**src/alam_pkg.sv**
```systemverilog
// constants, codes and types shared by the limit alert monitor
`default_nettype none
package alam_pkg;
  // widths
  localparam int DATA_W = 12;
  localparam int NUM_CH = 2;
  localparam int LIM_N = 6;
  // register pointer codes
  localparam logic [3:0] PTR_RESULT = 4'h0;
  localparam logic [3:0] PTR_STATUS = 4'h1;
  localparam logic [3:0] PTR_CONFIG = 4'h2;
  localparam logic [3:0] PTR_CYCLE = 4'h3;
  localparam logic [3:0] PTR_LO_CH1 = 4'h4;
  localparam logic [3:0] PTR_HY_CH2 = 4'h9;
  // limit bank index layout: channel * 3 + kind
  localparam logic [2:0] KIND_LO = 3'h0;
  localparam logic [2:0] KIND_HI = 3'h1;
  localparam logic [2:0] KIND_HY = 3'h2;
  localparam logic [2:0] KIND_N = 3'h3;
  // configuration field positions
  localparam int CFG_POL = 0;
  localparam int CFG_ROLE_LO = 1;
  localparam int CFG_ROLE_HI = 2;
  localparam int CFG_FLTR = 3;
  localparam int CFG_SEL_LO = 4;
  localparam int CFG_SEL_HI = 6;
  localparam int CFG_W = 7;
  localparam logic [6:0] CFG_RST = 7'h08;
  // result word layout
  localparam int RES_FLAG_BIT = 15;
  localparam int RES_TAG_BIT = 12;
  // reset and special values
  localparam logic [11:0] LIM_HI_RST = 12'hFFF;
  localparam logic [11:0] LIM_LO_RST = 12'h000;
  localparam logic [11:0] HYST_RST = 12'h008;
  localparam logic [11:0] HYST_MINMAX = 12'hFFF;
  localparam logic [7:0] STATUS_CLR_ALL = 8'hFF;
  localparam logic [7:0] CYCLE_RST = 8'h00;
  // pin role codes
  typedef enum logic [1:0] {
    ROLE_NONE = 2'b00,
    ROLE_BUSY = 2'b01,
    ROLE_ALERT = 2'b10,
    ROLE_CLEAR = 2'b11
  } alam_role_t;
  // reference and input select codes
  typedef enum logic [2:0] {
    SEL_NONE = 3'b000,
    SEL_IN1_VDD = 3'b001,
    SEL_IN2_VDD = 3'b010,
    SEL_ALT = 3'b011,
    SEL_IN1_EXT = 3'b101
  } alam_sel_t;
endpackage
`default_nettype wire

```
**src/alam_lim_if.sv**
```systemverilog
// carrier between the monitor and its limit register bank
`timescale 1ns/100ps
`default_nettype none
interface alam_lim_if #(parameter int W = 12);
  logic sel_ch; // channel whose triplet is fetched
  logic [W-1:0] hi; // fetched upper limit
  logic [W-1:0] lo; // fetched lower limit
  logic [W-1:0] hy; // fetched hysteresis
  logic wr_en; // register port write
  logic [2:0] wr_idx;
  logic [W-1:0] wr_data;
  logic upd_hi; // min/max tracking updates
  logic upd_lo;
  logic upd_ch;
  logic [W-1:0] upd_val;
  logic [2:0] rd_idx; // register port read
  logic [W-1:0] rd_data;
  modport bank (
    input sel_ch, wr_en, wr_idx, wr_data, upd_hi, upd_lo, upd_ch,
    input upd_val, rd_idx,
    output hi, lo, hy, rd_data
  );
  modport ctrl (
    output sel_ch, wr_en, wr_idx, wr_data, upd_hi, upd_lo, upd_ch,
    output upd_val, rd_idx,
    input hi, lo, hy, rd_data
  );
endinterface
`default_nettype wire

```
**src/alam_lim_bank.sv**
```systemverilog
// six limit and hysteresis words with registered read ports
`timescale 1ns/100ps
`default_nettype none
module alam_lim_bank #(
  parameter int W = 12
) (
  // clock and reset
  input wire logic clk_sys,
  input wire logic rst_n,
  // bank side of the carrier
  alam_lim_if.bank lim
);
  logic [W-1:0] mem_q [alam_pkg::LIM_N]; // lo, hi, hy per channel
  logic [2:0] base_fetch; // first index of the fetched channel
  logic [2:0] base_upd; // first index of the tracked channel

  // elaboration check: bank words carry exactly one result value
  if (W != alam_pkg::DATA_W)
  begin : g_bad_width
    $error("bank width must match the result width");
  end

  assign base_fetch = lim.sel_ch ? alam_pkg::KIND_N : 3'h0;
  assign base_upd = lim.upd_ch ? alam_pkg::KIND_N : 3'h0;

  // one word per index: port write wins over tracking update
  for (genvar i = 0; i < alam_pkg::LIM_N; i++)
  begin : g_word
    localparam logic [2:0] IDX = 3'(i);
    localparam logic [2:0] KIND = 3'(i % 3);
    localparam logic [W-1:0] RST = (KIND == alam_pkg::KIND_HI) ?
      alam_pkg::LIM_HI_RST : (KIND == alam_pkg::KIND_HY) ?
      alam_pkg::HYST_RST : alam_pkg::LIM_LO_RST;
    logic hit_hi; // max tracking hits this word
    logic hit_lo; // min tracking hits this word
    assign hit_hi = lim.upd_hi && (IDX == base_upd + alam_pkg::KIND_HI);
    assign hit_lo = lim.upd_lo && (IDX == base_upd + alam_pkg::KIND_LO);
    always_ff @(posedge clk_sys)
    begin
      if (!rst_n)
        mem_q[i] <= RST;
      else if (lim.wr_en && lim.wr_idx == IDX)
        mem_q[i] <= lim.wr_data;
      else if (hit_hi || hit_lo)
        mem_q[i] <= lim.upd_val;
    end
  end

  // fetch the triplet of the incoming result's channel
  always_ff @(posedge clk_sys)
  begin
    if (!rst_n)
    begin
      lim.lo <= alam_pkg::LIM_LO_RST;
      lim.hi <= alam_pkg::LIM_HI_RST;
      lim.hy <= alam_pkg::HYST_RST;
      lim.rd_data <= '0;
    end
    else
    begin
      lim.lo <= mem_q[base_fetch + alam_pkg::KIND_LO];
      lim.hi <= mem_q[base_fetch + alam_pkg::KIND_HI];
      lim.hy <= mem_q[base_fetch + alam_pkg::KIND_HY];
      lim.rd_data <= (lim.rd_idx < 3'(alam_pkg::LIM_N)) ?
        mem_q[lim.rd_idx] : '0;
    end
  end
endmodule
`default_nettype wire

```
**src/alam_monitor.sv**
```systemverilog
// limit alert monitor: configuration, result word, limits, pin
`timescale 1ns/100ps
`default_nettype none
// Notes on behaviour
// - select bits choose input, reference, alternation
// - role bits: none, busy, or limit event
// - role write 11 clears pin, flag, status
// - after clear, role reads back as 10
// - result is 16-bit read-only straight binary
// - result: flag, two zeros, tag, value
// - flag set if any channel violates limits
// - tag zero for first input, one second
// - limit words use 12 low bits only
// - upper limits reset full, lower reset zero
// - result above upper limit raises event
// - upper event clears hysteresis below limit
// - result below lower limit raises event
// - lower event clears hysteresis above limit
// - one hysteresis per channel, both limits
// - hysteresis resets to eight
// - event shown in flag, pin per role
// - polarity bit zero means active low
// - two sticky status bits per channel
// - hysteresis all ones: limits track max/min
module alam_monitor #(
  parameter int DATA_W = 12
) (
  // clock and reset
  input wire logic clk_sys,
  input wire logic rst_n,
  // register port, word wide, pointer addressed
  input wire logic [3:0] reg_addr,
  input wire logic reg_wr,
  input wire logic reg_rd,
  input wire logic [15:0] reg_wdata,
  output logic [15:0] reg_rdata,
  output logic reg_rvalid,
  // results from the converter
  input wire logic conv_valid,
  input wire logic conv_chan,
  input wire logic [DATA_W-1:0] conv_data,
  input wire logic conv_busy,
  // converter control
  output logic conv_run,
  output logic conv_chan_sel,
  output logic ref_external,
  output logic bus_filter_en,
  // shared alert or busy pin
  output logic alert_busy_pin
);
  alam_lim_if #(.W(DATA_W)) lim ();

  // elaboration check: the result word has room for 12 value bits only
  if (DATA_W != alam_pkg::DATA_W)
  begin : g_bad_width
    $error("result layout serves only a 12-bit value");
  end

  // true when a pointer addresses the limit bank
  function automatic logic is_lim(input logic [3:0] a);
    return a >= alam_pkg::PTR_LO_CH1 && a <= alam_pkg::PTR_HY_CH2;
  endfunction

  // select code to {run, channel, external reference}
  function automatic logic [2:0] decode_sel(input logic [2:0] s,
                                            input logic seq);
    case (s)
      alam_pkg::SEL_IN1_VDD: return 3'b100;
      alam_pkg::SEL_IN1_EXT: return 3'b101;
      alam_pkg::SEL_IN2_VDD: return 3'b110;
      alam_pkg::SEL_ALT: return {1'b1, seq, 1'b0};
      default: return 3'b000; // no conversion
    endcase
  endfunction

  // state
  logic [alam_pkg::CFG_W-1:0] cfg_q; // configuration
  logic [7:0] cyc_q; // cycle timer, stored only
  logic [3:0] status_q; // sticky violation bits
  logic [alam_pkg::NUM_CH-1:0] hi_act_q; // upper event active
  logic [alam_pkg::NUM_CH-1:0] lo_act_q; // lower event active
  logic seq_ch_q; // next channel in alternation
  logic cmp_vld_q; // result waiting for comparison
  logic cmp_ch_q;
  logic [DATA_W-1:0] cmp_res_q;
  logic [DATA_W-1:0] last_res_q; // value in the result word
  logic last_tag_q; // channel of that value
  logic rd_pend_q; // read in flight
  logic [3:0] rd_addr_q;
  logic [15:0] own_q; // captured non-bank read data
  logic pin_q;
  logic run_q;
  logic chsel_q;
  logic refx_q;

  // decode of register port
  logic wr_cfg; // configuration write
  logic wr_status; // alert status write
  logic wr_cycle;
  logic clear_all; // role field written 11
  logic status_clr;
  logic [1:0] role_wr;
  logic [1:0] role_keep; // value stored for the role field
  alam_pkg::alam_role_t role;
  logic [2:0] sel;
  logic [2:0] dec;
  assign wr_cfg = reg_wr && reg_addr == alam_pkg::PTR_CONFIG;
  assign wr_status = reg_wr && reg_addr == alam_pkg::PTR_STATUS;
  assign wr_cycle = reg_wr && reg_addr == alam_pkg::PTR_CYCLE;
  assign role_wr = reg_wdata[alam_pkg::CFG_ROLE_HI:alam_pkg::CFG_ROLE_LO];
  assign clear_all = wr_cfg && role_wr == alam_pkg::ROLE_CLEAR;
  assign role_keep = clear_all ? alam_pkg::ROLE_ALERT : role_wr;
  assign status_clr = clear_all ||
    (wr_status && reg_wdata[7:0] == alam_pkg::STATUS_CLR_ALL);
  assign role = alam_pkg::alam_role_t'(
    cfg_q[alam_pkg::CFG_ROLE_HI:alam_pkg::CFG_ROLE_LO]);
  assign sel = cfg_q[alam_pkg::CFG_SEL_HI:alam_pkg::CFG_SEL_LO];
  assign dec = decode_sel(sel, seq_ch_q);

  // bank connections
  assign lim.sel_ch = conv_chan;
  assign lim.wr_en = reg_wr && is_lim(reg_addr);
  assign lim.wr_idx = 3'(reg_addr - alam_pkg::PTR_LO_CH1);
  assign lim.wr_data = reg_wdata[DATA_W-1:0];
  assign lim.rd_idx = 3'(reg_addr - alam_pkg::PTR_LO_CH1);

  // comparison of the pending result with its channel's triplet
  logic minmax; // hysteresis all ones
  logic over; // above upper limit
  logic under; // below lower limit
  logic hi_ok; // at least hysteresis below upper
  logic lo_ok; // at least hysteresis above lower
  logic [DATA_W:0] res_plus_hy;
  logic [DATA_W:0] lo_plus_hy;
  logic ev_hi;
  logic ev_lo;
  logic viol_flag;
  assign minmax = lim.hy == alam_pkg::HYST_MINMAX;
  assign over = cmp_res_q > lim.hi;
  assign under = cmp_res_q < lim.lo;
  assign res_plus_hy = {1'b0, cmp_res_q} + {1'b0, lim.hy};
  assign lo_plus_hy = {1'b0, lim.lo} + {1'b0, lim.hy};
  assign hi_ok = res_plus_hy <= {1'b0, lim.hi};
  assign lo_ok = {1'b0, cmp_res_q} >= lo_plus_hy;
  assign ev_hi = cmp_vld_q && !minmax && over;
  assign ev_lo = cmp_vld_q && !minmax && under;
  assign viol_flag = |{hi_act_q, lo_act_q};
  assign lim.upd_hi = cmp_vld_q && minmax && over;
  assign lim.upd_lo = cmp_vld_q && minmax && under;
  assign lim.upd_ch = cmp_ch_q;
  assign lim.upd_val = cmp_res_q;

  // result word and own read mux
  logic [15:0] result_word;
  logic [15:0] own_mux;
  assign result_word = {viol_flag, 2'b00, last_tag_q, last_res_q};
  always_comb
  begin
    case (reg_addr)
      alam_pkg::PTR_RESULT: own_mux = result_word;
      alam_pkg::PTR_STATUS: own_mux = {12'h000, status_q};
      alam_pkg::PTR_CONFIG: own_mux = {9'h000, cfg_q};
      alam_pkg::PTR_CYCLE: own_mux = {8'h00, cyc_q};
      default: own_mux = 16'h0000; // bank or unmapped
    endcase
  end

  // per-channel event state and sticky status, set beats clear
  for (genvar c = 0; c < alam_pkg::NUM_CH; c++)
  begin : g_ch
    logic mine; // pending result belongs to this channel
    logic set_hi;
    logic set_lo;
    logic rel_hi;
    logic rel_lo;
    assign mine = cmp_ch_q == 1'(c);
    assign set_hi = ev_hi && mine;
    assign set_lo = ev_lo && mine;
    assign rel_hi = cmp_vld_q && mine && !minmax && hi_ok;
    assign rel_lo = cmp_vld_q && mine && !minmax && lo_ok;
    always_ff @(posedge clk_sys)
    begin
      if (!rst_n)
      begin
        hi_act_q[c] <= 1'b0;
        lo_act_q[c] <= 1'b0;
        status_q[2*c] <= 1'b0;
        status_q[2*c+1] <= 1'b0;
      end
      else
      begin
        hi_act_q[c] <= set_hi || (hi_act_q[c] && !rel_hi && !clear_all);
        lo_act_q[c] <= set_lo || (lo_act_q[c] && !rel_lo && !clear_all);
        status_q[2*c] <= set_lo || (status_q[2*c] && !status_clr);
        status_q[2*c+1] <= set_hi || (status_q[2*c+1] && !status_clr);
      end
    end
  end

  // configuration, cycle timer and alternation
  always_ff @(posedge clk_sys)
  begin
    if (!rst_n)
    begin
      cfg_q <= alam_pkg::CFG_RST;
      cyc_q <= alam_pkg::CYCLE_RST;
      seq_ch_q <= 1'b0;
    end
    else
    begin
      if (wr_cfg)
        cfg_q <= {reg_wdata[alam_pkg::CFG_SEL_HI:alam_pkg::CFG_FLTR],
                  role_keep, reg_wdata[alam_pkg::CFG_POL]};
      if (wr_cycle)
        cyc_q <= reg_wdata[7:0];
      if (wr_cfg)
        seq_ch_q <= 1'b0; // alternation restarts on the first input
      else if (conv_valid && sel == alam_pkg::SEL_ALT)
        seq_ch_q <= !seq_ch_q;
    end
  end

  // result pipeline: capture, then compare against fetched triplet
  always_ff @(posedge clk_sys)
  begin
    if (!rst_n)
    begin
      cmp_vld_q <= 1'b0;
      cmp_ch_q <= 1'b0;
      cmp_res_q <= '0;
      last_res_q <= '0;
      last_tag_q <= 1'b0;
    end
    else
    begin
      cmp_vld_q <= conv_valid;
      cmp_ch_q <= conv_chan;
      cmp_res_q <= conv_data;
      if (cmp_vld_q)
      begin
        last_res_q <= cmp_res_q;
        last_tag_q <= cmp_ch_q;
      end
    end
  end

  // two-stage read answer
  always_ff @(posedge clk_sys)
  begin
    if (!rst_n)
    begin
      rd_pend_q <= 1'b0;
      rd_addr_q <= 4'h0;
      own_q <= 16'h0000;
      reg_rdata <= 16'h0000;
      reg_rvalid <= 1'b0;
    end
    else
    begin
      rd_pend_q <= reg_rd;
      rd_addr_q <= reg_addr;
      own_q <= own_mux;
      reg_rvalid <= rd_pend_q;
      if (rd_pend_q)
        reg_rdata <= is_lim(rd_addr_q) ?
          {4'h0, lim.rd_data} : own_q;
    end
  end

  // pin role and polarity, converter control outputs
  logic pin_act;
  assign pin_act = (role == alam_pkg::ROLE_ALERT) ? viol_flag :
                   (role == alam_pkg::ROLE_BUSY) ? conv_busy : 1'b0;
  always_ff @(posedge clk_sys)
  begin
    if (!rst_n)
    begin
      pin_q <= 1'b1; // inactive for the reset polarity, active low
      run_q <= 1'b0;
      chsel_q <= 1'b0;
      refx_q <= 1'b0;
    end
    else
    begin
      pin_q <= cfg_q[alam_pkg::CFG_POL] ? pin_act : !pin_act;
      run_q <= dec[2];
      chsel_q <= dec[1];
      refx_q <= dec[0];
    end
  end
  assign alert_busy_pin = pin_q;
  assign conv_run = run_q;
  assign conv_chan_sel = chsel_q;
  assign ref_external = refx_q;
  assign bus_filter_en = cfg_q[alam_pkg::CFG_FLTR];

  alam_lim_bank #(.W(DATA_W)) u_bank (
    .clk_sys(clk_sys),
    .rst_n(rst_n),
    .lim(lim)
  );
endmodule
`default_nettype wire

```
**config.mk**
```make
export PLATFORM = sky130hd
export DESIGN_NAME = alam_monitor
export DESIGN_NICKNAME = d
export VERILOG_FILES = /design/src/alam_pkg.sv /design/src/alam_lim_if.sv /design/src/alam_lim_bank.sv /design/src/alam_monitor.sv
export SDC_FILE = /design/constraint.sdc
export NUM_CORES = 1
export LEC_CHECK = 0
export BUFFER_PORTS_ARGS = -buffer_cell sky130_fd_sc_hd__buf_2
export CAP_MARGIN = 20
export CELL_PAD_IN_SITES_DETAIL_PLACEMENT = 0
export CELL_PAD_IN_SITES_GLOBAL_PLACEMENT = 2
export CORE_UTILIZATION = 40
export DETAILED_ROUTE_END_ITERATION = 10
export PLACE_DENSITY_LB_ADDON = 0.1
export SLEW_MARGIN = 25
export SYNTH_ARGS = -nofsm -noshare
export SYNTH_HDL_FRONTEND = slang
export SYNTH_HIERARCHICAL = 1
export SYNTH_SLANG_ARGS = --single-unit
```
**constraint.sdc**
```tcl
create_clock -name clk_sys -period 4.71 [get_ports clk_sys]
set_input_delay 0.942 -clock clk_sys [delete_from_list [all_inputs] [get_ports clk_sys]]
set_output_delay 0.942 -clock clk_sys [all_outputs]
set_load 0.03 [all_outputs]
```
### Yosys cells after proc, flatten, opt, wreduce, memory -nomap -nowiden

Memory sizes are Yosys's and may differ from the RTL's. A register that Yosys moved wholly into a read port is not among the register bits.
Cells that the tools add are included.

| word-level totals | value |
|---|---|
| memories kept | 1 |
| output and inout bits | 22 |
| input port bits | 39 |
| logic and storage cells | 236 |
| ROM bits | 0 |
| flip-flop bits (word level) | 93 |
| RAM bits | 72 |
| latch bits | 0 |

Memories:

| name | words | bits a word | read ports | clocked after Yosys merged registers in | write ports | line | RTL |
|---|---|---|---|---|---|---|---|
| u_bank.mem_q | 6 | 12 | 4 | 4 | 6 | alam_lim_bank.sv:13 | `logic [W-1:0] mem_q [alam_pkg::LIM_N];` |

| cells by class | value |
|---|---|
| reductions and logical operators | 92 |
| bitwise logic cells | 14 |
| muxes and demuxes | 64 |
| order comparisons | 9 |
| multiply operators | 0 |
| eq/ne operators | 27 |
| shift-type cells | 0 |
| divide/modulo/power cells | 0 |
| $add $sub $neg | 6 |

Operator list:

| cell | number |
|---|---|
| 12-bit 2-to-1 mux | 12 |
| 16-bit case mux with 4 select lines | 1 |
| 1-bit logical AND | 57 |
| 1-bit 2-to-1 mux | 46 |
| 12-bit by 12-bit adder with 13-bit output | 2 |
| 16-bit 2-to-1 mux | 1 |
| 1-bit logical OR | 15 |
| 12-bit by 13-bit greater-or-equal comparator with 1-bit output | 1 |
| 13-bit by 12-bit <= comparator with 1-bit output | 1 |
| 1-bit logical NOT | 13 |
| 12-bit == test, second input constant | 1 |
| 2-bit by 3-bit == test with 1-bit output, first input constant | 4 |
| 3-bit by 2-bit == test with 1-bit output, second input constant | 4 |
| 3-bit == test, first input constant | 4 |
| 12-bit > comparator | 1 |
| 12-bit < comparator | 1 |
| 1-bit OR | 12 |
| 3-bit case mux with 4 select lines | 1 |
| 3-bit == test, second input constant | 3 |
| 3-bit logical NOT | 3 |
| 4-bit by 2-bit == test with 1-bit output, second input constant | 2 |
| 8-bit == test, second input constant | 1 |
| 4-bit by 3-bit greater-or-equal comparator with 1-bit output, second input constant | 2 |
| 4-bit <= comparator, second input constant | 2 |
| 15 further kinds | 22 |

### Logic depth before layout (Yosys ltp)

Gate-level depths: netlist of run 1.

| depth | value |
|---|---|
| depth in word-level cells | 10 |
| mapped depth | 16 |

### By module

The synthesis of run 1 kept the hierarchy.

Modules (own cells, without submodules):

| module | area an instance (µm²) | cells each | instances |
|---|---|---|---|
| alam_monitor | 5506.5 | 607 | 1 |
| alam_lim_bank | 5238.8 | 446 | 1 |

### Worst setup path before layout of run 1

Ideal clock, no wire load.

| timing path | value |
|---|---|
| path kind | reg-to-reg |
| from | register cmp_res_q[0] |
| to | register hi_act_q[0] (netlist name) |
| setup slack | 1278 ps |
| cell stages (with the launch flop) | 17 |
| clock period less this slack | 3432 ps |
| required time | 4589 ps |
| arrival | 3311 ps |
| library setup time | 121 ps |
| path through | dfxtp_1 > ha_1 > inv_1 > fa_1 > nand2b_1 > a21oi_1 > o41ai_2 > o21bai_1 > a21oi_1 > xnor2_1 > ha_1 > a21o_1 > a211o_1 > a2111oi_0 > a21oi_1 > o311ai_1 > nand2_1 |

| on the way | value |
|---|---|
| word-level cells in the longest chain between the ends | 7 |
| elaborated cells on any way between the ends | 10 |
| those cells by class | add/sub (1); order compare (2); reduce/logical (7) |

RTL lines:

| what | line | RTL |
|---|---|---|
| start: declaration | alam_monitor.sv:85 | `logic [DATA_W-1:0] cmp_res_q;` |
| start signal: assignment | alam_monitor.sv:238 | `cmp_res_q <= conv_data;` |
| 12-bit by 12-bit adder with 13-bit output | alam_monitor.sv:141 | `assign res_plus_hy = {1'b0, cmp_res_q} + {1'b0, lim.hy};` |
| 13-bit by 12-bit <= comparator with 1-bit output | alam_monitor.sv:143 | `assign hi_ok = res_plus_hy <= {1'b0, lim.hi};` |
| 1-bit logical AND | alam_monitor.sv:179 | `assign rel_hi = cmp_vld_q && mine && !minmax && hi_ok;` |
| 1-bit logical NOT | alam_monitor.sv:192 | `hi_act_q[c] <= set_hi \|\| (hi_act_q[c] && !rel_hi && !clear_all);` |
| 1-bit logical AND (2 in a row) | alam_monitor.sv:192 |  |
| 1-bit logical OR * | alam_monitor.sv:192 |  |
| end signal: indexed assignment | alam_monitor.sv:192 |  |
| end: declaration | alam_monitor.sv:80 | `logic [alam_pkg::NUM_CH-1:0] hi_act_q;` |

Every way passes the cells marked *; elsewhere a longest branch is shown, timed or not.
A chain may end at the register's enable or synchronous reset.

### Worst setup path after layout of run 1

Ends and elaborated chain as after synthesis.

==> metrics.yaml, run 1 <==
grt_pass1_wl_microns: 49250
grt_overflow_total: 0
antenna_cells: 0
synth_xor_area_share_pct: 1.793
worstSkewPairLatency_ps: 510
globalplace.congestion: 0.8476
cts_setup_buffers: 0
finalHoldViolCount: 0
grt_max_degree: 53
hold_class: "reg2reg"
antenna_found_initial: 0
die-area_sq_um: 27520
drive_gt1_share_pct: 11.68
core_area_sq_um: 26210
start_kind: "register"
drt-total-wl_microns: 32330
final.fill_count: 2490
setup_viol: 0
power.density_nw_per_um2: 359.8
rows: 59
whs_path_depth: 2
worstPathArrival_ps: 4190
cts_resized: 0
synth_area_leader_cell: "dfxtp_1"
fmax_mhz: 262.8
p_leak_nw: 5.197
grt_usage_pct: 23.69
port_buffers: 54
yosysUniqueCellTypes: 68
worst_pin_slew_ps: 942.6
post-route-period-util_pct: 80.80
grt_pass1_vias: 7940
worst-r2r-cell-count: 16
via_per_inst: 5.474
area_growth_pct: 13.27
yosysWarnings: 6
die_width_microns: 165.9
status: "complete, but fails checks"
drc: 2
antenna_left: 0
synth_flop_cell: "dfxtp_1"
clock-skew-final_ps: 13.52
synth_top_family_by_area: "simple AND/OR/NAND/NOR gates"
ir_drop_mv: 0.2451
period_needed_ps: 3806
critPathMaxFanout: 3
power_mw: 4.379
hold_buffers: 0
slowest_stage: "dfxtp_1"
syn-cell-area_sq_um: 10750
clockBufferDepth: 3
path_cells: "ha_1, inv_1, fa_1, nand2b_1, a21oi_1, o41ai_2, o21bai_1, a21oi_1, xnor2_1, ha_1, a21o_1, a211o_1, a2111oi_0, a21oi_1, o311ai_1, nand2_1"
worstPathRequired_ps: 5100
async_flop_share_pct: 0
cap_viol_max_count: 0
synthAdderAreaFrac_pct: 8.640
die_y_microns: 165.9
cts_max_level: 1
cts_made_buffers: 24
fin_setup_tns_ps: 0
cts_num_sinks: 208
ios: 61
synth-compound-area-share_pct: 12.59
muxShareOfSynthArea_pct: 11.47
synth_edf_count: 72
ctsRootBufferMaster: "clkbuf_16"
vias: 7975
drt_iter0_drc: 566
tritoncts: "built"
rsz0062_at_grt: "no"
worst_path_largest_cell_delay_ps: 430
ys_ff_latch: 208
slew_viol_final: 0
critPathMostFrequentCell: "a21oi_1"
first_pass_iters: 8
nets: 1216
wl_per_cell_microns: 22.19
syn-mean-instance-area_sq_um: 10.20
path_class: "reg2reg"
synth_cells: 1053
clk_pin_slew_ps: 60
initial_core_util_pct: 41.00
dpl.hpwl_microns: 23860
critPathCaptureType: "register"
relSlewSlack_pct: 36.58
ys_seq_area_share_pct: 45.46
synth.area.top_cells: "dfxtp_1 (25%), edfxtp_1 (20%), mux2i_1 (11%)"
violations: "design-rule violations"
synth_top_cell_area_share_pct: 25.34
synth-simple-area-share_pct: 16.41
==> state kept, by name, indices dropped and copies added, names as in the netlist, 8 cells and up <==
| signal | count |
|---|---|
| u_bank/mem_q | 72 |
| u_bank/lim.lo | 12 |
| own_q | 14 |
| reg_rdata | 14 |
| cyc_q | 8 |
| u_bank/lim.rd_data | 12 |
| u_bank/lim.hi | 12 |
| cmp_res_q | 12 |
| last_res_q | 12 |
| u_bank/lim.hy | 12 |
==> power by group <==
group | switching, mW | internal (mW)
logic | 0.345 | 0.226
registers | 0.0747 | 1.94
clock network | 0.713 | 1.08
==> routing by layer <==
| layer | track usage [%] | vias up | routed length, microns |
|---|---|---|---|
| met5 | 0 | - | 0 |
| met4 | 7.558 | 0 | 916 |
| met3 | 2.502 | 44 | 1911 |
| met2 | 37.50 | 232 | 14220 |
| met1 | 33.84 | 3805 | 15280 |
| li1 | - | 3894 | - |
==> area by class of cell <==
type	instances	area, sq um	share of cell area, %
inverter	40	150.1	1.234
sequential	208	4885	40.13
timing repair buffer	79	462.9	3.803
tap	335	419.2	3.444
clock inverter	4	20.02	0.1645
multi-input combinational	751	5483	45.05
clock buffer	40	752.0	6.178
==> worst paths after layout <==
kind | end | slack [ps] | start
max | hi_act_q[0] | 900 | cmp_res_q[0]
min | status_q[1] | 460 | status_q[1]
max reg2reg | hi_act_q[0] | 900 | cmp_res_q[0]
min reg2reg | status_q[1] | 460 | status_q[1]
==> critical path: cells and delay by family, from the launching register on <==
family / cells / cell delay (ps)
AOI/OAI and AO/OA: 9 / 1880
xor gates and xnor gates: 1 / 140
adders and majority gates: 3 / 920
buffers and inverters: 1 / 60
DFF: 1 / 430
and+or+nand+nor: 2 / 260
==> synth_stat cells (all sizes together) (8+ instances only) <==
master / instances
o22a: 27
xnor2: 14
clkbuf: 32
o21ai: 41
and2: 43
nor2b: 38
edfxtp: 72
nor2: 50
a21o: 8
nand2b: 14
a21oi: 43
nand4: 11
nand3: 43
and3: 25
xor2: 8
a22oi: 13
inv: 40
dfxtp: 136
o211a: 12
ha: 71
buf: 23
nand2: 88
mux2i: 122
==> cells in the final DEF (no fill, tap or decap), types with 6 or more instances in the layout <==
cell,n
buf_4,27
o21a_1,6
clkbuf_1,8
edfxtp_1,72
nand2b_1,14
clkbuf_16,25
o21ai_0,37
o211a_1,12
a22oi_1,13
o22a_1,27
nand4_1,11
inv_1,40
buf_2,52
xnor2_1,14
o21bai_1,6
nor2b_1,37
dfxtp_1,136
a21oi_1,43
xor2_1,8
and2_1,43
nand3_1,43
ha_1,71
nor2_1,48
and3_1,24
a31oi_1,6
nand2_1,88
mux2i_1,121
a21o_1,8
clkbuf_8,7
==> cells by family after synthesis <==
group,count (synthesis)
compound gates,194
xor+xnor,22
fa+ha+maj,73
buf+inv,95
flops,208
mux,123
other cells,1
simple gates,337
==> per-stage QoR <==
step / cell area [sq um] / hold WS (ps) / cells / setup WS [ps] / utilization, %
after CTS: 12170 / 467.9 / 1457 / 877.3 / 46.44
after global routing: 12170 / 495.9 / 1457 / 481.1 / 46.45
final: 12170 / 462.8 / 1457 / 904.1 / 46.45
after global placement: 11390 / 452.2 / 1413 / 869.2 / 43.48
after detailed placement: 11400 / 455.6 / 1413 / 903.7 / 43.49
after floorplan: 10750 / 419.9 / 1054 / 1278 / -
Note: power is estimated with default switching activity, not from simulation.
==> run 2, diff against run 1 <==
Clock period 4.71 ns to 3.83 ns, I/O delays scaled along.
==> run 2 against run 1 <==
The flow still finishes with violations (design-rule violations). Non-clock buffer count is 18 higher. Hold slack worse by 8.8 ps. Sequential share of layout area is 0.63 points lower. Highest routed layer unchanged. Setup slack worse by 630 ps.
==> metrics.yaml, run 2 (same netlist as run 1, synthesis figures left out) <==
post-route-period-util_pct: 92.87
grt_usage_pct: 23.61
drc: 2
clock-skew-final_ps: 12.89
die_width_microns: 165.9
power.density_nw_per_um2: 442.5
p_leak_nw: 5.289
largest_reg_flops: 72
pre_cts_ws_ps: 117.9
slowest_stage: "fa_2"
finalHoldViolCount: 0
grt_pass1_vias: 8087
critPathMostFrequentCell: "a21oi_2"
first_pass_iters: 8
drt-total-wl_microns: 32350
setup_slack_ps: 272.9
cts_max_level: 1
slew_viol_final: 0
r2r-start: "u_bank/lim.hy[0]"
port_buffers: 54
status: "complete, but fails checks"
hold_class: "in2reg"
critPathMaxFanout: 2
final_cell_mix: "dfxtp_1 (135), mux2i_1 (121), nand2_1 (88)"
vias: 8029
start_kind: "register"
dpl.hpwl_microns: 23850
ir_drop_mv: 0.3590
dp_cells: 1430
instances_no_fill: 1474
nets: 1234
cap_viol_max_count: 0
antenna_cells: 0
top_regs: "u_bank/mem_q (72), own_q (14), reg_rdata (14)"
worstPathRequired_ps: 4230
final.fill_count: 2529
wl_per_cell_microns: 21.95
core_area_sq_um: 26210
antenna_found_initial: 0
drive_gt1_share_pct: 13.61
path_cells: "ha_2, inv_1, fa_2, nand2b_1, a21oi_2, o41ai_2, o21bai_1, a21oi_1, xnor2_1, ha_1, a21o_1, a211o_1, a2111oi_4, a21oi_2, o311ai_1, nand2_1"
via_per_inst: 5.447
area_growth_pct: 15.10
worst_pin_slew_ps: 873.9
final_util_pct: 47.20
rows: 59
cts_num_sinks: 208
worstPathArrival_ps: 3960
fmax_mhz: 281.1
fin_setup_tns_ps: 0
relSlewSlack_pct: 41.74
drt_iter0_drc: 482
antenna_left: 0
ios: 61
power_mw: 5.473
tritoncts: "built"
die_y_microns: 165.9
initial_core_util_pct: 41.00
path_class: "reg2reg"
reg2reg_slack_ps: 270
cp.depth: 16
layout_commonest_cell: "dfxtp_1"
grt_pass1_wl_microns: 48970
startpoint: "u_bank/lim.hy[0]"
regToRegEndpoint: "hi_act_q[1]"
ctsRootBufferMaster: "clkbuf_16"
cts_made_buffers: 24
period_needed_ps: 3557
clockBufferDepth: 3
critPathTopFamily: "compound AO/OA/AOI/OAI gates"
grt_overflow_total: 0
setup_viol: 0
critPathBufInv: 1
worstSkewPairLatency_ps: 520
worst_path_largest_cell_delay_ps: 350
clk_pin_slew_ps: 60
endpoint: "hi_act_q[1]"
violations: "design-rule violations"
min_from: "conv_data[8]"
regMostFlops: "u_bank/mem_q"
globalplace.congestion: 0.9093
grt_max_degree: 59
die-area_sq_um: 27520
critPathCaptureType: "register"
worst-r2r-cell-count: 16
## run 2: cell count changes in the layout (fill, tap and decap cells not counted), moves of 2 or more
cell,change
clkinv_2,-3
a21oi_1,-2
clkbuf_8,-3
bufinv_16,+2
a2111oi_0,-3
a21oi_2,+2
a2111oi_1,+2
buf_4,+17
## run 2: metal layers
metal	up-vias	share of wire, %	track usage [%]
met3	51	4.3	3.313
met4	0	2.6	7.477
met1	3858	47	32.60
met2	173	46	38.12
met5	-	0	0
li1	3947	-	-
## run 2: per-stage QoR
| step | hold slack [ps] | area, sq um |
|---|---|---|
| 3_3_place_gp | 443.2 | 11520 |
| 6_report | 454.0 | 12370 |
| 2_1_floorplan | 419.9 | 10750 |
| 3_5_place_dp | 441.7 | 11520 |
| 4_1_cts | 431.9 | 12310 |
| 5_1_grt | 440.8 | 12370 |
## run 2: what timing repair did
| action | CTS | global route |
|---|---|---|
| buffers inserted | 0 | 1 |
| endpoints found under the setup margin | 0 | 2 |
| resized for setup | 0 | 10 |
| hold buffers | 0 | 0 |
| endpoints found under the hold margin | 0 | 0 |
## run 2: worst min-delay path by stage
stage	endpoint	slack, ps	cells after the start
floorplan	status_q[1]	420	2
global placement	status_q[1]	440	2
detailed placement	status_q[1]	440	2
CTS	cmp_res_q[8]	430	2
global route	cmp_res_q[7]	440	2
finish	cmp_res_q[8]	450	2
## run 2: area by class of cell
cell class,instances,area (sq um),area share [%]
tap,335,419.2,3.389
clock buffer,36,689.4,5.574
sequential,208,4886,39.50
clock inverter,7,101.3,0.8194
inverter,40,150.1,1.214
timing repair buffer,97,595.6,4.815
multi-input combinational,751,5527,44.68
## run 2: power by group
group	internal, mW	leakage [nW]	switching [mW]
registers	2.38	1.76	0.0742
clock network	1.38	0.383	0.901
logic	0.293	3.15	0.443
total	4.05	5.29	1.42
